### src/shared/aobs_pkg.sv
// Shared constants for the converter output bus and status logic
package aobs_pkg;
   localparam int CLK_PERIOD_NS = 8;
   // Acquisition and conversion times, nanoseconds
   localparam int T_ACQ_NS = 1500;
   localparam int T_CONV_NS = 7000;
   localparam int ACQ_CYC = (T_ACQ_NS + CLK_PERIOD_NS - 1) / CLK_PERIOD_NS;
   localparam int CONV_CYC = (T_CONV_NS + CLK_PERIOD_NS - 1) / CLK_PERIOD_NS;
   localparam int CNT_W = 12;
   localparam int RES_W = 12;
   // Nibble field positions on the data bus
   localparam int NIB_LO = 0;
   localparam int NIB_MID = 4;
   localparam int NIB_HI = 8;
   localparam int NIB_W = 4;
   // Code transition points
   localparam logic [11:0] CODE_ZERO = 12'h000;
   localparam logic [11:0] CODE_MID = 12'h800;
   localparam logic [11:0] CODE_FULL = 12'hfff;
   localparam logic [11:0] CODE_FULL_M1 = 12'hffe;
   localparam logic [11:0] OFFSET_FLIP = 12'h800;
   localparam logic [3:0] NIB_ZERO = 4'h0;
   typedef enum logic [1:0] {ST_IDLE, ST_ACQ, ST_CONV} aobs_state_e;
endpackage

### src/rtl/aobs_quantizer.sv
// Maps a sampled code to unipolar straight or bipolar offset binary
`timescale 1ns/10ps
`default_nettype none
module aobs_quantizer (
   input wire logic [11:0] raw_code,
   input wire logic bipolar,
   output logic [11:0] result_code
);
   // Raw code is already quantized with transitions at half-LSB points
   // Bipolar ranges flip the MSB to give offset binary
   assign result_code = bipolar ? (raw_code ^ aobs_pkg::OFFSET_FLIP) : raw_code;
endmodule // aobs_quantizer
`default_nettype wire

### src/rtl/aobs_top.sv
// Conversion status, output bus gating and byte steering of the converter
`timescale 1ns/10ps
`default_nettype none
module aobs_top (
   input wire logic sys_clk,
   input wire logic rst_b,
   input wire logic chip_en,
   input wire logic chip_sel_b,
   input wire logic read_conv,
   input wire logic byte_addr_sel,
   input wire logic data_mode_12,
   input wire logic legacy_mode,
   input wire logic bipolar,
   input wire logic [11:0] sample_code,
   output logic status,
   output logic [11:0] data_out,
   output logic [11:0] data_oe_b
);
   // Two-flop synchronisers for the seven control pins; rst_b is not synchronised
   logic [6:0] pin_s1_r;
   logic [6:0] pin_s2_r;
   logic [6:0] pin_prev_r;
   always_ff @(posedge sys_clk or negedge rst_b) begin
      if (!rst_b) begin
         pin_s1_r <= 7'h00;
         pin_s2_r <= 7'h00;
         pin_prev_r <= 7'h00;
      end else begin
         pin_s1_r <= {bipolar, legacy_mode, data_mode_12, byte_addr_sel, read_conv,
                      chip_sel_b, chip_en};
         pin_s2_r <= pin_s1_r;
         pin_prev_r <= pin_s2_r;
      end
   end

   // Sample code arrives from the analog side on its own timing
   // Two flops keep a code caught mid-change out of the result latch
   logic [aobs_pkg::RES_W-1:0] code_s1_r;
   logic [aobs_pkg::RES_W-1:0] code_s2_r;
   always_ff @(posedge sys_clk or negedge rst_b) begin
      if (!rst_b) begin
         code_s1_r <= aobs_pkg::CODE_ZERO;
         code_s2_r <= aobs_pkg::CODE_ZERO;
      end else begin
         code_s1_r <= sample_code;
         code_s2_r <= code_s1_r;
      end
   end

   wire ce_s = pin_s2_r[0];
   wire cs_b_s = pin_s2_r[1];
   wire rc_s = pin_s2_r[2];
   wire a0_s = pin_s2_r[3];
   wire mode12_s = pin_s2_r[4];
   wire legacy_s = pin_s2_r[5];
   wire bip_s = pin_s2_r[6];
   wire ce_prev = pin_prev_r[0];
   wire cs_b_prev = pin_prev_r[1];
   wire rc_prev = pin_prev_r[2];

   // Start on any qualifying edge with the other inputs active
   wire en_all = ce_s && !cs_b_s;
   wire start_edge = (ce_s && !ce_prev) || (!cs_b_s && cs_b_prev) || (!rc_s && rc_prev);
   wire start_req = en_all && !rc_s && start_edge;

   aobs_pkg::aobs_state_e state_r;
   aobs_pkg::aobs_state_e state_nxt;
   logic [aobs_pkg::CNT_W-1:0] cnt_r;
   logic [aobs_pkg::CNT_W-1:0] cnt_nxt;
   logic short_r;
   logic [11:0] result_r;
   logic [11:0] quant_code;
   wire busy = (state_r != aobs_pkg::ST_IDLE);

   // Starts while busy fall through the idle check and are dropped
   always_comb begin
      state_nxt = state_r;
      cnt_nxt = cnt_r;
      case (state_r)
         aobs_pkg::ST_IDLE: begin
            if (start_req) begin
               // Legacy mode acquires after the start; S/H mode already tracked
               state_nxt = legacy_s ? aobs_pkg::ST_ACQ : aobs_pkg::ST_CONV;
               cnt_nxt = legacy_s ? aobs_pkg::CNT_W'(aobs_pkg::ACQ_CYC - 1)
                                  : aobs_pkg::CNT_W'(aobs_pkg::CONV_CYC - 1);
            end
         end
         aobs_pkg::ST_ACQ: begin
            if (cnt_r == '0) begin
               state_nxt = aobs_pkg::ST_CONV;
               cnt_nxt = aobs_pkg::CNT_W'(aobs_pkg::CONV_CYC - 1);
            end else begin
               cnt_nxt = cnt_r - 1'b1;
            end
         end
         aobs_pkg::ST_CONV: begin
            if (cnt_r == '0) begin
               state_nxt = aobs_pkg::ST_IDLE;
            end else begin
               cnt_nxt = cnt_r - 1'b1;
            end
         end
         default: state_nxt = aobs_pkg::ST_IDLE;
      endcase
   end

   wire conv_done = (state_r == aobs_pkg::ST_CONV) && (cnt_r == '0);

   aobs_quantizer u_quant (
      .raw_code(code_s2_r),
      .bipolar(bip_s),
      .result_code(quant_code)
   );

   // Sequencer, result latch and short-cycle flag
   always_ff @(posedge sys_clk or negedge rst_b) begin
      if (!rst_b) begin
         state_r <= aobs_pkg::ST_IDLE;
         cnt_r <= '0;
         short_r <= 1'b0;
         result_r <= aobs_pkg::CODE_ZERO;
      end else begin
         state_r <= state_nxt;
         cnt_r <= cnt_nxt;
         if (start_req && !busy) short_r <= a0_s;
         // 8-bit cycle keeps only the eight MSBs; sample code carries steps
         if (conv_done) result_r <= short_r ? {quant_code[11:4], aobs_pkg::NIB_ZERO}
                                            : quant_code;
      end
   end

   // Read enable: level read, or stand-alone with chip strapped active
   wire rd_en = en_all && rc_s && !busy;
   wire [2:0] nib_en;
   wire [11:0] bus_nxt;
   wire [11:0] oe_b_nxt;
   assign nib_en[0] = rd_en && (mode12_s || a0_s);
   assign nib_en[1] = rd_en;
   assign nib_en[2] = rd_en && (mode12_s || !a0_s);
   genvar gi;
   generate
      for (gi = 0; gi < 3; gi++) begin : g_nib
         localparam int B = gi * aobs_pkg::NIB_W;
         wire zero_mid = (gi == 1) && !mode12_s && a0_s;
         assign bus_nxt[B +: aobs_pkg::NIB_W] = zero_mid ? aobs_pkg::NIB_ZERO
            : result_r[B +: aobs_pkg::NIB_W];
         assign oe_b_nxt[B +: aobs_pkg::NIB_W] = {aobs_pkg::NIB_W{!nib_en[gi]}};
      end
   endgenerate

   // Registered pins; one cycle of latency is far below the access time
   always_ff @(posedge sys_clk or negedge rst_b) begin
      if (!rst_b) begin
         status <= 1'b0;
         data_out <= 12'h000;
         data_oe_b <= 12'hfff;
      end else begin
         status <= busy && !conv_done;
         data_out <= bus_nxt;
         data_oe_b <= oe_b_nxt;
      end
   end
endmodule // aobs_top
`default_nettype wire

### config.mk
export PLATFORM = sky130hd
export DESIGN_NAME = aobs_top
export DESIGN_NICKNAME = d
export VERILOG_FILES = /design/src/shared/aobs_pkg.sv /design/src/rtl/aobs_quantizer.sv /design/src/rtl/aobs_top.sv
export SDC_FILE = /design/constraint.sdc
export NUM_CORES = 1
export LEC_CHECK = 0
export BUFFER_PORTS_ARGS = -buffer_cell sky130_fd_sc_hd__buf_2
export CAP_MARGIN = 20
export CORE_ASPECT_RATIO = 0.9
export CORE_MARGIN = 10
export CORE_UTILIZATION = 45
export DETAILED_ROUTE_END_ITERATION = 6
export GPL_TIMING_DRIVEN = 0
export HOLD_SLACK_MARGIN = 0.12
export PLACE_DENSITY = 0.71
export SYNTH_ARGS = -nofsm -noshare
export SYNTH_HDL_FRONTEND = slang
export SYNTH_HIERARCHICAL = 1
export SYNTH_SLANG_ARGS = --single-unit
### constraint.sdc
create_clock -name sys_clk -period 2.5 [get_ports sys_clk]
set_input_delay 0.25 -clock sys_clk [delete_from_list [all_inputs] [get_ports sys_clk]]
set_output_delay 0.25 -clock sys_clk [all_outputs]
set_load 0.005 [all_outputs]
== After elaboration in Yosys (flattened, before gate mapping) ==
Cells that the tools add are included.

* Output and inout bits: 25
* Register bits: 90
* Word-level logic and storage cells: 67
* Input bits: 21

* Multiplexer cells: 13
* Equal/unequal tests: 6
* Reduce and logical (&&, ||, !) cells: 34
* Bitwise logic cells: 1
* Add/sub/neg operators: 1

{| class="wikitable"
|+ Operators with widths
! operator !! count
|-
| $mux 12 || 4
|-
| $pmux 12 s3 || 1
|-
| $logic_and 1x1->1 || 14
|-
| $logic_not 12->1 || 1
|-
| $sub 12x1->12 const B || 1
|-
| $logic_not 1->1 || 10
|-
| $mux 10 || 1
|-
| $mux 2 || 4
|-
| $mux 4 || 2
|-
| $ne 2x2->1 const B || 4
|-
| $pmux 2 s3 || 1
|-
| $reduce_and 3->1 || 2
|-
| $logic_or 1x1->1 || 4
|-
| $reduce_bool 3->1 || 1
|-
| $eq 2x1->1 const B || 1
|-
| $eq 2x2->1 const B || 1
|-
| $logic_not 2->1 || 1
|-
| $reduce_bool 2->1 || 1
|-
| $not 1->1 || 1
|}

== Longest topological paths before layout ==
* Word-level depth: 7
* Gate-level depth with buffers: 9

== By module ==
The synthesis kept the hierarchy.

{| class="wikitable"
|+ By module, submodules not included
! module !! cells an instance !! sequential area each (um^2) !! area an instance (um^2) !! times used
|-
| aobs_top || 234 || 2105.8 || 3095.5 || 1
|-
| aobs_quantizer || 12 || 0.0 || 91.3 || 1
|}

== Worst setup path before layout ==
No wires, ideal clock.

* Path type: flip-flop to flip-flop
* Start: reg state_r[0]
* End: reg cnt_r[7] in the netlist's numbering
* Required time: 2.372 ns
* Path slack: 0.235 ns
* Path buffers: 0
* Data arrival time: 2.136 ns
* Cell stages (with the launch flop): 8
* Setup time: 0.128 ns
* Path through: dfrtp_1 -> inv_1 -> ha_1 -> or4b_2 -> nor4_1 -> nor2_1 -> a31oi_1 -> o22ai_2

* Longest elaborated chain between the ends: 3
* Elaborated cells between the ends (all ways): 8
* Those cells by class: eq/ne (4); mux (1); reduce/logical (3)

{| class="wikitable"
|+ Ends and longest elaborated chain
! what !! line !! source
|-
| from (decl) || aobs_top.sv:66 || <nowiki>aobs_pkg::aobs_state_e state_r;</nowiki>
|-
| from (signal assigned) || aobs_top.sv:118 || <nowiki>state_r <= aobs_pkg::ST_IDLE;</nowiki>
|-
| from (signal assigned) || aobs_top.sv:123 || <nowiki>state_r <= state_nxt;</nowiki>
|-
| $eq 2x2->1, or another cell as far along || aobs_top.sv:79 || <nowiki>case (state_r)</nowiki>
|-
| $ne 2x2->1 (no source line) or $reduce_bool 3->1 (tied branches) || - ||
|-
| $reduce_and 3->1 (no source line) || - ||
|-
| to (signal assigned) || aobs_top.sv:124 || <nowiki>cnt_r <= cnt_nxt;</nowiki>
|-
| to (decl) || aobs_top.sv:68 || <nowiki>logic [aobs_pkg::CNT_W-1:0] cnt_r;</nowiki>
|}

Several ways; a longest one is shown, not always the timed one.
A chain may end at the register's enable or synchronous reset.

== Worst setup path after layout ==
* Start: reg state_r[0]
* End: reg cnt_r[0] in the netlist's numbering

Same word-level chain as after synthesis.

==> qor_table.md <==
| Parameter | Value |
| --- | --- |
| Post-detailed-route via-to-cell ratio | 4.818 |
| Wire length per cell | 14.19 microns |
| Max Cap Violations | 0 |
| Number of nets in the layout | 351 |
| Residual antenna-violating net count after detailed routing | 0 |
| Worst r2r src | state_r[0] |
| TritonCTS clock tree | yes |
| Total iterations of the first detailed-routing run | 4 |
| Boundary pin count | 46 |
| Most frequent cells in the layout | sky130_fd_sc_hd__dfrtp_1 (80), sky130_fd_sc_hd__buf_2 (44), sky130_fd_sc_hd__buf_4 (24) |
| CP Launch Type | flip-flop |
| FF-to-FF setup slack | 0.14 ns |
| Number of synthesized register bits | 84 |
| Number of H-tree levels | 3 |
| DRC Markers | 0 |
| Outcome | finished clean |
| Highest achievable clock rate | 423.6 MHz |
| Top Family by Delay on Critical Path | simple AND/OR/NAND/NOR gates |
| Wire length of the first global-routing pass | 10250 microns |
| Logic depth of the worst register-to-register path | 7 |
| Count of buffering cells on the critical path with inverters included | 1 |
| Critical-path top delay cell | sky130_fd_sc_hd__or4b_2 |
| Area enclosed by the die boundary | 10850 sq um |
| Post-synthesis area per instance | 12.95 sq um |
| # rows | 29 |
| Cells traversed along the worst timing path | inv_1 -> ha_1 -> or4b_2 -> nor4_4 -> nor2_1 -> a211oi_1 -> a21oi_1 |
| Path type of the worst setup path | reg -> reg |
| Die height | 99.84 microns |
| CP Max Fanout | 6 |
| Delay contributed by the slowest stage of the critical path | 0.73 ns |
| Tot Pwr | 4.092 mW |
| Unrepaired setup endpoints after global routing | true |
| Cell type with the largest total area after synthesis | sky130_fd_sc_hd__dfrtp_1 |
| Hold Slack | 0.3509 ns |
| Routed vias | 2038 |
| Number of nets produced by synthesis | 272 |
| Sequential area share after synthesis | 66.08% |
| Gr usage total | 11.90% |
| Area share of the largest cell type after synthesis | 63.60% |
| Clk pin slew, worst setup/hold paths | 0.09 ns |
| Met2 wire length | 3093 microns |
| Final antenna diode count | 0 |
| Setup violators final | 0 |
| Number of instances in the synthesized netlist | 246 |
| Endpoint class of the critical path | flip-flop |
| Total wirelength of the detailed-routed design | 6003 microns |
| Total leakage power | 1.879 nW |
| Antenna violations before repair | 0 |
| Area of the core | 6967 sq um |
| Vias in the first global route | 2111 |
| Clock latency on the worst-skew pair | 0.35 ns |
| Largest net degree at the start of global routing | 53 |
| Cell count of the worst hold path | 0 |
| Root buffer selected by CTS | sky130_fd_sc_hd__clkbuf_8 |
| Worst Setup SP | state_r[0] |
| Power per cell area | 1023 nW/um^2 |
| Buffers added on ports | 45 |
| Minimum clock period | 2.361 ns |
| VDD IR max | 456.0 uV |
| Origin of the worst min-delay path | code_s1_r[10] |
| Slew at the pin with the worst max-slew slack | 0.7999 ns |
| HPWL reported at the end of detailed placement | 4242 microns |
| Width of the chip | 108.7 microns |
| Post-Route M1 WL | 2518 microns |
| Number of distinct library cell variants in the gate-level netlist after synthesis | 41 |
| Clock buffer depth | 2 |
| Fin Clk Skew | 0.009051 ns |
| Area growth from synthesis to final layout | 25.48% |
| GP Congestion | 0.8825 |
| Initial core utilization | 45.74% |
| Count of final hold-check violations | 0 |
| Ys Warns | 6 |
| Most common library cell in the layout ignoring fill and taps | sky130_fd_sc_hd__dfrtp_1 |
| Reg-to-Reg End | cnt_r[0] |
| Grt ovf | 0 |
| Violation count after the first detailed-route iteration | 128 |
| Netlist area before placement | 3187 sq um |
| Ranking of synthesized cells by area | sky130_fd_sc_hd__dfrtp_1 (64%), sky130_fd_sc_hd__buf_4 (4.9%), sky130_fd_sc_hd__o21ai_0 (3.0%), sky130_fd_sc_hd__dfstp_2 (2.5%), sky130_fd_sc_hd__mux2_4 (2.4%) |
| Clk sinks | 84 |
| TritonCTS Buffers | 9 |
| Hold Crit Class | reg -> reg |
| Hold Path Sink | code_s2_r[10] |
| Wire length on met3 | 279 microns |
| Data arrival at the endpoint of the critical path | 2.59 ns |
| Fin crit share | 94.42% |
| Worst relative slew slack | 46.26% |
| Setup TNS Final | 0 ns |
| Uppermost signal routing layer after detailed routing | met4 |
| Required time at the endpoint of the critical path | 2.73 ns |
| Ratio of cells with drive above 1 in the final layout | 33.03% |
| Pins over their slew limit | 0 |
==> worst reg2reg max path, cell delays in order, from the launching register on <==
cell and delay (ns):
sky130_fd_sc_hd__dfrtp_1 0.35, sky130_fd_sc_hd__inv_1 0.08, sky130_fd_sc_hd__ha_1 0.27, sky130_fd_sc_hd__or4b_2 0.73, sky130_fd_sc_hd__nor4_4 0.25, sky130_fd_sc_hd__nor2_1 0.19, sky130_fd_sc_hd__a211oi_1 0.31, sky130_fd_sc_hd__a21oi_1 0.06
==> how the worst max path moves through the flow <==
| stage | to | cells after the start |
|---|---|---|
| floorplan | cnt_r[7] | 7 |
| global placement | cnt_r[0] | 7 |
| detailed placement | cnt_r[0] | 7 |
| CTS | cnt_r[0] | 7 |
| global route | cnt_r[1] | 9 |
| finish | cnt_r[0] | 7 |
==> cells by family (layout without fill, tap and decap cells) <==
family | after synthesis | after routing | synth area share, %
muxes | 9 | 9 | 3.769
adders and majority gates | 5 | 5 | 1.963
AOI/OAI and AO/OA | 49 | 49 | 10.05
and+or+nand+nor | 62 | 62 | 10.44
xor gates and xnor gates | 1 | 1 | 0.2749
DFF | 84 | 84 | 66.08
buffers and inverters | 36 | 120 | 7.420
==> layer usage <==
layer	GRT usage (%)	up-vias
met5	0	-
met4	5.471	0
met3	3.203	8
met2	19.43	39
met1	14.38	1005
li1	-	986
==> sequential cells by signal, summed over array words and instances, names as in the netlist <==
signal and cells:
data_out 12, data_oe_b 3, pin_s2_r 7, short_r 1, code_s1_r 12, code_s2_r 12
result_r 12, cnt_r 12, state_r 2, status 1, pin_s1_r 7, pin_prev_r 3
==> power by group <==
part | internal (mW) | leakage [nW] | switching [mW]
Clock | 0.477 | 0.103 | 0.489
Sequential | 1.63 | 1.03 | 0.170
Combinational | 0.584 | 0.743 | 0.742
Total | 2.69 | 1.88 | 1.40
==> synth_stat cells <==
| master | count |
|---|---|
| sky130_fd_sc_hd__nor3_1 | 6 |
| sky130_fd_sc_hd__mux2_2 | 4 |
| sky130_fd_sc_hd__or4b_2 | 1 |
| sky130_fd_sc_hd__buf_6 | 3 |
| sky130_fd_sc_hd__ha_1 | 5 |
| sky130_fd_sc_hd__o211ai_4 | 1 |
| sky130_fd_sc_hd__o21ai_1 | 3 |
| sky130_fd_sc_hd__o22ai_1 | 3 |
| sky130_fd_sc_hd__buf_4 | 21 |
| sky130_fd_sc_hd__a21boi_0 | 1 |
| sky130_fd_sc_hd__nor4_1 | 1 |
| sky130_fd_sc_hd__a21oi_1 | 5 |
| sky130_fd_sc_hd__mux2_4 | 5 |
| sky130_fd_sc_hd__a211oi_1 | 3 |
| sky130_fd_sc_hd__nand4_1 | 1 |
| sky130_fd_sc_hd__inv_1 | 10 |
| sky130_fd_sc_hd__o31ai_1 | 1 |
| sky130_fd_sc_hd__and3_1 | 2 |
| sky130_fd_sc_hd__o31a_1 | 1 |
| sky130_fd_sc_hd__a41oi_1 | 1 |
| sky130_fd_sc_hd__a32o_1 | 1 |
| sky130_fd_sc_hd__nand2b_1 | 8 |
| sky130_fd_sc_hd__or3_1 | 1 |
| sky130_fd_sc_hd__a31oi_1 | 6 |
| sky130_fd_sc_hd__dfstp_2 | 3 |
| sky130_fd_sc_hd__clkbuf_1 | 1 |
| sky130_fd_sc_hd__o22ai_2 | 1 |
| sky130_fd_sc_hd__xor2_1 | 1 |
| sky130_fd_sc_hd__or4bb_1 | 1 |
| sky130_fd_sc_hd__nor3b_1 | 2 |
| sky130_fd_sc_hd__nand3_1 | 5 |
| sky130_fd_sc_hd__nor2_1 | 13 |
| sky130_fd_sc_hd__and2_1 | 5 |
| sky130_fd_sc_hd__dfrtp_1 | 81 |
| sky130_fd_sc_hd__o32a_1 | 1 |
| sky130_fd_sc_hd__or4_4 | 2 |
| sky130_fd_sc_hd__buf_1 | 1 |
| sky130_fd_sc_hd__nand2_1 | 12 |
| sky130_fd_sc_hd__nor2b_1 | 2 |
| sky130_fd_sc_hd__o21ai_0 | 19 |
| sky130_fd_sc_hd__o211a_1 | 2 |
==> metrics by stage <==
stage	util (%)	setup WS [ns]	cell area [sq um]	cells
finish	57.40	0.1394	3999	423
global route	57.40	0.0006215	3999	423
detailed placement	51.08	-0.1377	3558	385
floorplan	-	0.2355	3187	246
CTS	56.97	0.05313	3969	421
global placement	50.65	-0.09775	3528	384
==> final cells by class <==
| type | count | area (sq um) |
|---|---|---|
| clock inverters | 7 | 80.08 |
| multi-input cells | 126 | 864.6 |
| clock buffers | 9 | 123.9 |
| fillers | 597 | 2968 |
| flip-flops and latches | 84 | 2107 |
| inverters | 10 | 37.54 |
| well taps | 93 | 116.4 |
| plain buffers | 26 | 198.9 |
| repair buffers | 68 | 470.5 |
==> repair_timing <==
action,4_1_cts,5_1_grt
gates resized for setup,1,4
buffers inserted,0,2
hold buffers,20,0
endpoints found under the setup margin,6,14
hold endpoints to repair,51,0
Power figures use the tool's default switching activity.
